`src/include/aasl_consts.vh`:
```
// Constants for the axis address and status indicator block.
// Included by the design files; holds definitions only.
`ifndef AASL_CONSTS_VH
`define AASL_CONSTS_VH

// APB register byte offsets
`define AASL_OFF_ADDR        12'h000
`define AASL_OFF_STRAP       12'h004
`define AASL_OFF_CTRL        12'h008
`define AASL_OFF_STATUS      12'h00c
`define AASL_OFF_IRQ_STAT    12'h010
`define AASL_OFF_IRQ_MASK    12'h014

// Address packing
`define AASL_CODE_W          3
`define AASL_HIGH_LSB        6
`define AASL_MID_LSB         3
`define AASL_LOW_LSB         0
`define AASL_DEFAULT_ADDR    9'h0ff
`define AASL_DEFAULT_ALIAS   16'h0000
`define AASL_ADDR_KEEP_MASK  9'h0ff

// Control register fields
`define AASL_CTRL_INIT_DONE  0
`define AASL_CTRL_ERR_SET    1
`define AASL_CTRL_BUS_RUN    2
`define AASL_CTRL_BUS_ERR    3
`define AASL_CTRL_ERR_CLR    4
`define AASL_CTRL_RESET      5'h00

// Status register fields
`define AASL_STAT_READY      0
`define AASL_STAT_ERROR      1
`define AASL_STAT_LINK_IN    2
`define AASL_STAT_LINK_OUT   3

// Interrupt bits
`define AASL_IRQ_ADDR_CHG    0
`define AASL_IRQ_ERROR       1
`define AASL_IRQ_LINK        2
`define AASL_IRQ_W           3
`define AASL_IRQ_RESET       3'h0

// Strap settling: 1000 ns must pass with a stable code
`define AASL_SETTLE_NS       1000
`define AASL_CLK_NS          10
`define AASL_SETTLE_CYC      ((`AASL_SETTLE_NS + `AASL_CLK_NS - 1) / `AASL_CLK_NS)

// Activity indicator blink hold: 50000 ns
`define AASL_ACT_NS          50000
`define AASL_ACT_CYC         (`AASL_ACT_NS / `AASL_CLK_NS)

`endif

```
`src/design/aasl_strap_quant.v`:
```
// Quantises one strap pin into a 3-bit code and debounces it.
// Assumes an ADC sample word already synchronised to ref_clk.
`timescale 1ns/1ps
`include "aasl_consts.vh"

module aasl_strap_quant #(
   parameter SAMPLE_W = 12,
   parameter [SAMPLE_W-1:0] T1 = 12'h292,
   parameter [SAMPLE_W-1:0] T2 = 12'h6d6,
   parameter [SAMPLE_W-1:0] T3 = 12'h9be,
   parameter [SAMPLE_W-1:0] T4 = 12'hbc7,
   parameter [SAMPLE_W-1:0] T5 = 12'hd55,
   parameter [SAMPLE_W-1:0] T6 = 12'he97,
   parameter [SAMPLE_W-1:0] T7 = 12'hf9c,
   parameter SETTLE_CYC = `AASL_SETTLE_CYC
) (
   input  wire                  ref_clk,
   input  wire                  rst_n,
   input  wire [SAMPLE_W-1:0]   sample,
   output reg  [2:0]            code,
   output reg                   settled
);
   reg  [2:0]  raw;
   reg  [2:0]  cand;
   reg  [15:0] stable_cnt;

   // band to code
   always @* begin
      if (sample < T1)
         raw = 3'h0;
      else if (sample < T2)
         raw = 3'h1;
      else if (sample < T3)
         raw = 3'h2;
      else if (sample < T4)
         raw = 3'h3;
      else if (sample < T5)
         raw = 3'h4;
      else if (sample < T6)
         raw = 3'h5;
      else if (sample < T7)
         raw = 3'h6;
      else
         raw = 3'h7;
   end

   // Code only moves after it held still, so noise near a band edge is ignored
   always @(posedge ref_clk or negedge rst_n) begin
      if (!rst_n) begin
         cand       <= 3'h0;
         stable_cnt <= 16'h0000;
         code       <= 3'h0;
         settled    <= 1'b0;
      end else if (raw != cand) begin
         cand       <= raw;
         stable_cnt <= 16'h0000;
      end else if (stable_cnt == SETTLE_CYC[15:0] - 16'h0001) begin
         code    <= cand;
         settled <= 1'b1;
      end else begin
         stable_cnt <= stable_cnt + 16'h0001;
      end
   end
endmodule

```
`src/design/aasl_top.v`:
```
// Axis address from three straps, station alias and status indicators.
// Assumes strap samples from ADCs in another domain, link levels from PHYs, APB master.
// How it works
// Address packs high code at bits 8:6, mid 5:3, low 2:0.
// All straps at ground gives address 255 and station alias 0.
// Bit 8 of the packed word is dropped from the address.
// Ready lights after init completes, goes dark on any error.
// Error indicator lights while an error condition stands.
// Separate link/activity indicator for input and output fieldbus port.
// Fieldbus run and error indicators are separate active-high outputs.
// Each strap voltage maps to code 0..7 in rising band order.
//
// Chosen here: register access over APB and the placing of the registers.
`timescale 1ns/1ps
`include "aasl_consts.vh"

module aasl_top #(
   parameter SAMPLE_W = 12,
   parameter ACT_CYC  = `AASL_ACT_CYC
) (
   input  wire                  ref_clk,
   input  wire                  rst_n,
   input  wire                  psel,
   input  wire                  penable,
   input  wire                  pwrite,
   input  wire [11:0]           paddr,
   input  wire [31:0]           pwdata,
   output reg  [31:0]           prdata,
   output reg                   pready,
   output reg                   pslverr,
   input  wire [SAMPLE_W-1:0]   strap_sample_low,
   input  wire [SAMPLE_W-1:0]   strap_sample_mid,
   input  wire [SAMPLE_W-1:0]   strap_sample_high,
   input  wire                  in_port_link,
   input  wire                  in_port_activity,
   input  wire                  out_port_link,
   input  wire                  out_port_activity,
   input  wire                  fault_in,
   output reg  [7:0]            axis_address,
   output reg  [15:0]           station_alias,
   output reg                   drive_ready_led,
   output reg                   drive_error_led,
   output reg                   in_port_link_activity_led,
   output reg                   out_port_link_activity_led,
   output reg                   fieldbus_run_led,
   output reg                   fieldbus_error_led,
   output reg                   irq
);
   // Two-stage synchronisers for the strap samples and the link, activity and fault pins arriving from outside
   reg  [SAMPLE_W-1:0] low_s1, low_s2, mid_s1, mid_s2, high_s1, high_s2;
   reg  [4:0]          pin_s1, pin_s2;

   always @(posedge ref_clk or negedge rst_n) begin
      if (!rst_n) begin
         low_s1  <= {SAMPLE_W{1'b0}};
         low_s2  <= {SAMPLE_W{1'b0}};
         mid_s1  <= {SAMPLE_W{1'b0}};
         mid_s2  <= {SAMPLE_W{1'b0}};
         high_s1 <= {SAMPLE_W{1'b0}};
         high_s2 <= {SAMPLE_W{1'b0}};
         pin_s1  <= 5'h00;
         pin_s2  <= 5'h00;
      end else begin
         low_s1  <= strap_sample_low;
         low_s2  <= low_s1;
         mid_s1  <= strap_sample_mid;
         mid_s2  <= mid_s1;
         high_s1 <= strap_sample_high;
         high_s2 <= high_s1;
         pin_s1  <= {fault_in, out_port_activity, out_port_link,
                     in_port_activity, in_port_link};
         pin_s2  <= pin_s1;
      end
   end

   wire in_link  = pin_s2[0];
   wire in_act   = pin_s2[1];
   wire out_link = pin_s2[2];
   wire out_act  = pin_s2[3];
   wire fault    = pin_s2[4];

   wire [2:0] strap_code_low, strap_code_mid, strap_code_high;
   wire       set_low, set_mid, set_high;

   // quantise each strap
   aasl_strap_quant #(.SAMPLE_W(SAMPLE_W)) u_q_low (
      .ref_clk (ref_clk),
      .rst_n   (rst_n),
      .sample  (low_s2),
      .code    (strap_code_low),
      .settled (set_low)
   );
   aasl_strap_quant #(.SAMPLE_W(SAMPLE_W)) u_q_mid (
      .ref_clk (ref_clk),
      .rst_n   (rst_n),
      .sample  (mid_s2),
      .code    (strap_code_mid),
      .settled (set_mid)
   );
   aasl_strap_quant #(.SAMPLE_W(SAMPLE_W)) u_q_high (
      .ref_clk (ref_clk),
      .rst_n   (rst_n),
      .sample  (high_s2),
      .code    (strap_code_high),
      .settled (set_high)
   );

   wire all_settled = set_low & set_mid & set_high;

   // weight 64, 8, 1
   wire [8:0] axis_address_select = {strap_code_high, strap_code_mid, strap_code_low};
   wire       all_unstrapped = (axis_address_select == 9'h000);
   reg  [8:0] next_addr9;
   reg  [7:0] next_axis_address;
   reg  [15:0] next_alias;

   always @* begin
      // unstrapped default
      if (all_unstrapped) begin
         next_addr9 = `AASL_DEFAULT_ADDR;
         next_alias = `AASL_DEFAULT_ALIAS;
      end else begin
         next_addr9 = axis_address_select;
         next_alias = {7'h00, axis_address_select};
      end
      // drop bit 8
      next_axis_address = next_addr9[7:0];
   end

   // Control register
   reg  [4:0] ctrl;
   wire init_done = ctrl[`AASL_CTRL_INIT_DONE];
   wire sw_err    = ctrl[`AASL_CTRL_ERR_SET];
   reg        err_latched;
   wire       error_now = fault | sw_err | err_latched;

   // APB decode; single-wait-free slave, answers in the access cycle
   wire apb_acc = psel & penable;
   wire apb_wr  = apb_acc & pwrite;
   wire hit_addr = (paddr == `AASL_OFF_ADDR);
   wire hit_strap = (paddr == `AASL_OFF_STRAP);
   wire hit_ctrl = (paddr == `AASL_OFF_CTRL);
   wire hit_stat = (paddr == `AASL_OFF_STATUS);
   wire hit_istat = (paddr == `AASL_OFF_IRQ_STAT);
   wire hit_imask = (paddr == `AASL_OFF_IRQ_MASK);
   wire mapped = hit_addr | hit_strap | hit_ctrl | hit_stat | hit_istat | hit_imask;

   reg  [`AASL_IRQ_W-1:0] irq_stat;
   reg  [`AASL_IRQ_W-1:0] irq_mask;
   reg  [7:0]             addr_prev;
   reg                    addr_valid;
   reg                    error_prev;
   reg  [1:0]             link_prev;
   wire [`AASL_IRQ_W-1:0] irq_event;

   assign irq_event[`AASL_IRQ_ADDR_CHG] = addr_valid & (next_axis_address != addr_prev);
   assign irq_event[`AASL_IRQ_ERROR]    = error_now & ~error_prev;
   assign irq_event[`AASL_IRQ_LINK]     = ({out_link, in_link} != link_prev);

   always @(posedge ref_clk or negedge rst_n) begin
      if (!rst_n) begin
         ctrl        <= `AASL_CTRL_RESET;
         err_latched <= 1'b0;
         irq_mask    <= `AASL_IRQ_RESET;
         irq_stat    <= `AASL_IRQ_RESET;
         pready      <= 1'b0;
         pslverr     <= 1'b0;
         prdata      <= 32'h0000_0000;
      end else begin
         pready  <= psel & ~penable;
         pslverr <= psel & ~penable & ~mapped;
         prdata  <= 32'h0000_0000;
         // Faults stick until software clears them
         if (fault)
            err_latched <= 1'b1;
         else if (apb_wr & pready & hit_ctrl & pwdata[`AASL_CTRL_ERR_CLR])
            err_latched <= 1'b0;
         if (apb_wr & pready & hit_ctrl)
            ctrl <= {1'b0, pwdata[3:0]};
         if (apb_wr & pready & hit_imask)
            irq_mask <= pwdata[`AASL_IRQ_W-1:0];
         // Set wins over write-one-to-clear
         if (apb_wr & pready & hit_istat)
            irq_stat <= (irq_stat & ~pwdata[`AASL_IRQ_W-1:0]) | irq_event;
         else
            irq_stat <= irq_stat | irq_event;
         if (psel & ~penable & ~pwrite) begin
            case (paddr)
               `AASL_OFF_ADDR:     prdata <= {7'h00, axis_address_select[8], axis_address,
                                              station_alias};
               `AASL_OFF_STRAP:    prdata <= {22'h000000, all_settled, 9'h000} |
                                             {23'h000000, axis_address_select};
               `AASL_OFF_CTRL:     prdata <= {27'h0000000, err_latched, ctrl[3:0]};
               `AASL_OFF_STATUS:   prdata <= {28'h0000000, out_link, in_link,
                                              drive_error_led, drive_ready_led};
               `AASL_OFF_IRQ_STAT: prdata <= {29'h00000000, irq_stat};
               `AASL_OFF_IRQ_MASK: prdata <= {29'h00000000, irq_mask};
               default:            prdata <= 32'h0000_0000;
            endcase
         end
      end
   end

   // activity blink hold per port
   reg [15:0] in_hold, out_hold;
   reg        in_blink, out_blink;

   always @(posedge ref_clk or negedge rst_n) begin
      if (!rst_n) begin
         in_hold   <= 16'h0000;
         out_hold  <= 16'h0000;
         in_blink  <= 1'b0;
         out_blink <= 1'b0;
      end else begin
         if (in_hold != 16'h0000)
            in_hold <= in_hold - 16'h0001;
         else if (in_act) begin
            in_hold  <= ACT_CYC[15:0];
            in_blink <= ~in_blink;
         end else
            in_blink <= 1'b0;
         if (out_hold != 16'h0000)
            out_hold <= out_hold - 16'h0001;
         else if (out_act) begin
            out_hold  <= ACT_CYC[15:0];
            out_blink <= ~out_blink;
         end else
            out_blink <= 1'b0;
      end
   end

   always @(posedge ref_clk or negedge rst_n) begin
      if (!rst_n) begin
         axis_address               <= 8'h00;
         station_alias              <= 16'h0000;
         addr_prev                  <= 8'h00;
         addr_valid                 <= 1'b0;
         error_prev                 <= 1'b0;
         link_prev                  <= 2'h0;
         drive_ready_led            <= 1'b0;
         drive_error_led            <= 1'b0;
         in_port_link_activity_led  <= 1'b0;
         out_port_link_activity_led <= 1'b0;
         fieldbus_run_led           <= 1'b0;
         fieldbus_error_led         <= 1'b0;
         irq                        <= 1'b0;
      end else begin
         if (all_settled) begin
            axis_address  <= next_axis_address;
            station_alias <= next_alias;
            addr_prev     <= next_axis_address;
            addr_valid    <= 1'b1;
         end
         error_prev <= error_now;
         link_prev  <= {out_link, in_link};
         // ready after init, off on error
         drive_ready_led <= init_done & all_settled & ~error_now;
         // error indicator
         drive_error_led <= error_now;
         // link steady, blinks on traffic
         in_port_link_activity_led  <= in_link & ~in_blink;
         out_port_link_activity_led <= out_link & ~out_blink;
         // separate fieldbus indicators
         fieldbus_run_led   <= ctrl[`AASL_CTRL_BUS_RUN];
         fieldbus_error_led <= ctrl[`AASL_CTRL_BUS_ERR];
         irq <= |(irq_stat & irq_mask);
      end
   end
endmodule

```
`config.mk`:
```
export PLATFORM = sky130hd
export DESIGN_NAME = aasl_top
export DESIGN_NICKNAME = d
export VERILOG_FILES = /design/src/design/aasl_strap_quant.v /design/src/design/aasl_top.v
export VERILOG_INCLUDE_DIRS = /design/src /design/src/include
export SDC_FILE = /design/constraint.sdc
export NUM_CORES = 1
export LEC_CHECK = 0
export BUFFER_PORTS_ARGS = -buffer_cell sky130_fd_sc_hd__buf_2
export CORE_MARGIN = 3
export CORE_UTILIZATION = 43
export CTS_BUF_LIST = sky130_fd_sc_hd__clkbuf_4
export DETAILED_ROUTE_END_ITERATION = 12
export PLACE_DENSITY = 0.61
export SYNTH_ARGS = -nofsm -noshare
export SYNTH_HDL_FRONTEND = slang
export SYNTH_SLANG_ARGS = --single-unit
export TNS_END_PERCENT = 10
```
`constraint.sdc`:
```
create_clock -name ref_clk -period 2.57 [get_ports ref_clk]
set_input_delay 0.514 -clock ref_clk [delete_from_list [all_inputs] [get_ports ref_clk]]
set_output_delay 0.514 -clock ref_clk [all_outputs]
set_load 0.01 [all_outputs]
```
# Word level (Yosys, flattened, before mapping)
# Index checks and enable logic that the tools add are counted.
[word_totals] regBits=264 in_bits=90 elab_cells=176
[classes] add_sub_neg=5 order_cmp=21 eq_ne=16 n_mux=40 n_bitwise=41 n_reduce_logical=11
[ops] op="< comparator 12 bit (second input constant)" count=15
[ops] op="two-way mux 16 bit" count=10
[ops] op="case mux 25 bit (6 select lines)" count=1
[ops] op="two-way mux 3 bit" count=19
[ops] op="adder 16 x 1 -> 16 bit (second input constant)" count=3
[ops] op="== test 16 x 7 -> 1 bit (second input constant)" count=3
[ops] op="< comparator 12 x 10 -> 1 bit (second input constant)" count=3
[ops] op="< comparator 12 x 11 -> 1 bit (second input constant)" count=3
[ops] op="nonzero test 16 bit" count=2
[ops] op="subtractor 16 x 1 -> 16 bit (second input constant)" count=2
[ops] op="two-way mux 25 bit" count=1
[ops] op="== test 12 x 4 -> 1 bit (second input constant)" count=2
[ops] op="== test 12 x 5 -> 1 bit (second input constant)" count=2
[ops] op="bitwise AND 1 bit" count=18
[ops] op="== test 12 x 3 -> 1 bit (second input constant)" count=1
[ops] op="logical NOT 12 bit" count=1
[ops] op="inverter 1 bit" count=10
[ops] op="bitwise OR 10 x 9 -> 10 bit" count=1
[ops] op="logical NOT 9 bit" count=1
[ops] op="two-way mux 9 bit" count=1
[ops] op="!= test 3 bit" count=3
[ops] op="two-way mux 8 bit" count=1
[ops] op="!= test 8 bit" count=1
[ops] op="two-way mux 1 bit" count=7
[ops] op="other kinds (9)" count=23

# Depth between registers and ports, before layout
[logic_depth] word_depth=11 mapped_depth=9 ltp_nobuf=8

# Cells and area by module
# A second synthesis with hierarchy kept.
[hier_totals] cells_unflattened=947 area_unflattened_um2=10656.5
[by_module_without_submodules] mod="aasl_top" n_inst=1 cells_each=494 area_per_inst_um2=6426.2 seq_area_each_um2=4379.2
[by_module_without_submodules] mod="aasl_strap_quant" n_inst=3 cells_each=151 area_per_inst_um2=1410.1 seq_area_each_um2=575.6

# Worst setup path after synthesis
# Ideal clock, no wire load.
[synth_path] path_kind="in2reg" start="input paddr[7]" end="register ctrl[0]" arrival_time_ns=2.326 required_ns=2.445 path_slack_ns=0.119 cell_stages=6 path_cell_list="or4_4 -> nor4_4 -> nand3b_1 -> or3_1 -> clkbuf_1 -> mux2_2"
[synth_between] elab_chain_cells=2
[synth_lines] item="start: declaration" line="aasl_top.v:26" rtl="input wire [11:0] paddr,"
[synth_lines] item="== test 12 x 4 -> 1 bit"
[synth_lines] item="bitwise AND 1 bit" line="aasl_top.v:178" rtl="if (apb_wr & pready & hit_ctrl)"
[synth_lines] item="end signal: assignment" line="aasl_top.v:162" rtl="ctrl <= `AASL_CTRL_RESET;"
[synth_lines] item="end signal: assignment" line="aasl_top.v:179" rtl="ctrl <= {1'b0, pwdata[3:0]};"
[synth_lines] item="end: declaration" line="aasl_top.v:131" rtl="reg [4:0] ctrl;"
# Every way passes these cells.
# A chain may end at the register's enable or synchronous reset.

# Worst setup path in the final report
[layout_path] start="register mid_s2[8]" end="register u_q_mid.code[1]"
[layout_between] elab_chain_cells=11
[layout_lines] item="start: declaration" line="aasl_top.v:50" rtl="reg [SAMPLE_W-1:0] low_s1, low_s2, mid_s1, mid_s2, high_s1, high_s2;"
[layout_lines] item="start signal: assignment" line="aasl_top.v:58" rtl="mid_s2 <= {SAMPLE_W{1'b0}};"
[layout_lines] item="start signal: assignment" line="aasl_top.v:67" rtl="mid_s2 <= mid_s1;"
[layout_lines] item="< comparator 12 bit" line="aasl_strap_quant.v:41" rtl="else if (sample < T7)"
[layout_lines] item="two-way mux 1 bit" line="aasl_strap_quant.v:41"
[layout_lines] item="two-way mux 3 bit" line="aasl_strap_quant.v:39" rtl="else if (sample < T6)"
[layout_lines] item="two-way mux 3 bit" line="aasl_strap_quant.v:37" rtl="else if (sample < T5)"
[layout_lines] item="two-way mux 3 bit" line="aasl_strap_quant.v:35" rtl="else if (sample < T4)"
[layout_lines] item="two-way mux 3 bit" line="aasl_strap_quant.v:33" rtl="else if (sample < T3)"
[layout_lines] item="two-way mux 3 bit" line="aasl_strap_quant.v:31" rtl="else if (sample < T2)"
[layout_lines] item="two-way mux 3 bit *" line="aasl_strap_quant.v:29" rtl="if (sample < T1)"
[layout_lines] item="!= test 3 bit *" line="aasl_strap_quant.v:54" rtl="end else if (raw != cand) begin"
[layout_lines] item="inverter 1 bit (no line) *"
[layout_lines] item="AND reduction 2 bit (no line) *"
[layout_lines] item="end signal: assignment" line="aasl_strap_quant.v:58" rtl="code <= cand;"
[layout_lines] item="end: declaration" line="aasl_strap_quant.v:20" rtl="output reg [2:0] code,"
# Mark *: on every way between the ends. The rest lies on a longest branch, timed or not.

==> results_dict.tcl <==
set metrics [dict create \
    grt_pass1_wl_um 35100 \
    critical_path_arrival_ns 2.92 \
    root_buffer "clkbuf_4" \
    cts.sinks 244 \
    core_area_sq_mm 0.0236 \
    cp_cell_sequence "nor4_2 > nor2_1 > and4_1 > or3_1 > nand3_1 > or4b_4 > mux2_1" \
    clk_pin_slew_ns 0.06 \
    max_stage_delay_ns 0.50 \
    synth_area_leaders "dfrtp_1 59%, nor2_1 3.2%, xor2_1 3.1%" \
    cts_buffers 67 \
    cp-start-kind "flip-flop" \
    synthToLayoutAreaGrowth_pct 21.7 \
    synth_cells 943 \
    fin_crit_ns 2.42 \
    crit_slowest_cell "or4b_4" \
    drt_iter0_markers 365 \
    placedCellCount 1369 \
    initial_core_util 0.441 \
    die_y_um 162 \
    cts_tree "done" \
    hold_viol 0 \
    finalMaxSlewViolations 0 \
    gr-total-overflow 0 \
    setup_viol 0 \
    maxUsedRoutingLayer "met4" \
    synth.most_common_cell "dfrtp_1" \
    final_cell_area_sq_mm 0.0127 \
    critPathRequiredTime_ns 3.07 \
    grt_use_total 0.162 \
    maxCapViolCount 0 \
    timing.hold.ws_ns 0.112 \
    wl_um 20400 \
    ys_seq_elements 244 \
    clockBufferDepth 3 \
    drive_gt1_frac 0.241 \
    dieArea_sq_mm 0.0261 \
    ys_warn_count 0 \
    cellLeakagePower_nw 5.98 \
    grt_setup_unrepaired "no" \
    dieWidth_um 162 \
    synth_area_sq_mm 0.0104 \
    place_congestion 0.788 \
    post-route-period-util 0.941 \
    grt_pass1_vias 7466 \
    power_mw 8.42 \
    ios 155 \
    htreeDepth 3 \
    antenna_found_initial 1 \
    avgRoutedWirePerCell_um 13.5 \
    dr.pass1.iters 4 \
    final_nets 1256 \
    crit_path_end_kind "flip-flop" \
    rows 56 \
    final_util 0.537 \
    placed_area_sq_mm 0.0114 \
    worstHoldPathType "input port to flip-flop" \
    num_vias 7579 \
    seq_area_frac_synth 0.586 \
    p_per_area_mw_per_mm2 664 \
    synth_cell_types 73 \
    via_per_inst 4.99 \
    status "finished, final reports clean" \
    finalSetupTns_ns 0 \
    instances_no_fill 1518 \
    synth_edf_count 0 \
    max_slew_margin 0.599 \
    synth_top_area_share 0.586 \
    pre_cts_ws_ns 0.110 \
    synth_commonest_cells "244 x dfrtp_1, 89 x nor2_1, 63 x nand2_1" \
    syn_area_per_cell_sq_um 11.0 \
    place_hpwl_um 13900 \
    clock.fmax_mhz 413 \
    insertion_delay_ns 0.63 \
    synthArstFlopShare 1.00 \
    path_class "flip-flop to flip-flop" \
    final.setup.worst_slack_ns 0.152 \
    met3WireLength_um 845 \
    ant_nets 0 \
    synth.largest_area_cell "dfrtp_1" \
    drc 0 \
    peakVddDrop_mv 0.393 \
    crit_fanout 11 \
    ys.flop_type "dfrtp_1" \
    grt_max_degree 74 \
    port_buffers 107 \
    fin_skew_ns 0.0223 \
    wl_met1_um 9680 \
    tightest_slew_ns 0.601 \
    post-cts-setup-buffer-count 0 \
    wl_met2_um 9430 \
]
[layer usage]
metal,track usage,vias up
met5,0,-
met4,0.0663,0
met3,0.0377,44
met2,0.252,139
met1,0.220,3656
li1,-,3740
[layout by cell type (no fill, tap or decap), drive strengths merged, types with 8 or more instances in the layout]
| cell | count |
|---|---|
| conb | 20 |
| xnor2 | 33 |
| dfrtp | 244 |
| nand2 | 63 |
| mux2i | 16 |
| clkbuf | 95 |
| buf | 140 |
| dlygate4sd3 | 42 |
| nand4 | 19 |
| nor2 | 89 |
| a31oi | 8 |
| nand2b | 9 |
| and3 | 8 |
| nand3 | 45 |
| mux2 | 28 |
| nor4 | 16 |
| xor2 | 37 |
| nor3 | 52 |
| and2 | 11 |
| or3 | 16 |
| o21a | 9 |
| a21oi | 29 |
| inv | 32 |
| o21ai | 29 |
[sequential cells by signal, indices dropped and copies added, names as in the netlist, 16 cells and up]
name	flops
u_q_mid.stable_cnt	16
u_q_low.stable_cnt	16
out_hold	16
in_hold	16
prdata	19
u_q_high.stable_cnt	16
[worst max-delay path, delay by kind of cell (launching register included)]
family           cells  cell delay (ns)
DFF                  1             0.48
muxes                1             0.33
and+or+nand+nor      6             1.49
[cell type report]
type | instances | area, sq um
antenna | 1 | 2.50
inverter | 30 | 113
fill | 2109 | 10900
clock inverter | 11 | 71.3
tap | 319 | 399
timing repair buffer | 182 | 1250
clock buffer | 95 | 713
multi-input combinational | 636 | 4010
sequential | 244 | 6110
[what timing repair did]
action,CTS,global route
hold endpoints to repair,109,0
setup endpoints to repair,0,5
resized for setup,0,6
hold buffers,42,0
[path summary, 6_finish.rpt]
| path | startpoint | endpoint | slack (ns) | depth (start not counted) |
|---|---|---|---|---|
| hold / removal | pwdata[3] | ctrl[3]$_DFFE_PN0P_ | 0.11 | 2 |
| setup / recovery | mid_s2[8]$_DFF_PN0_ | u_q_mid.code[1]$_DFFE_PN0P_ | 0.15 | 7 |
| setup reg to reg | mid_s2[8]$_DFF_PN0_ | u_q_mid.code[1]$_DFFE_PN0P_ | 0.15 | 7 |
| hold reg to reg | high_s1[10]$_DFF_PN0_ | high_s2[10]$_DFF_PN0_ | 0.34 | 0 |
| max in group asynchronous | rst_n | mid_s2[6]$_DFF_PN0_ | 1.40 | 3 |
| min in group asynchronous | rst_n | u_q_high.cand[0]$_DFFE_PN0P_ | 0.45 | 2 |
[kinds of logic after synthesis]
| family | after synthesis | share of synthesized area |
|---|---|---|
| multiplexers | 44 | 0.0457 |
| XOR/XNOR | 70 | 0.0589 |
| adder cells (fa/ha/maj) | 5 | 0.00601 |
| other | 1 | 0.000360 |
| AO/OA/AOI/OAI | 132 | 0.0842 |
| buffers and inverters | 82 | 0.0384 |
| AND/OR/NAND/NOR | 365 | 0.180 |
| flip-flops | 244 | 0.586 |
[where the power goes]
part	internal [mW]	switching [mW]	total [mW]	leakage (nW)
logic	0.377	0.404	0.781	2.40
clock network	1.78	1.44	3.22	0.471
registers	4.13	0.287	4.42	3.11
Power figures use the tool's default switching activity.
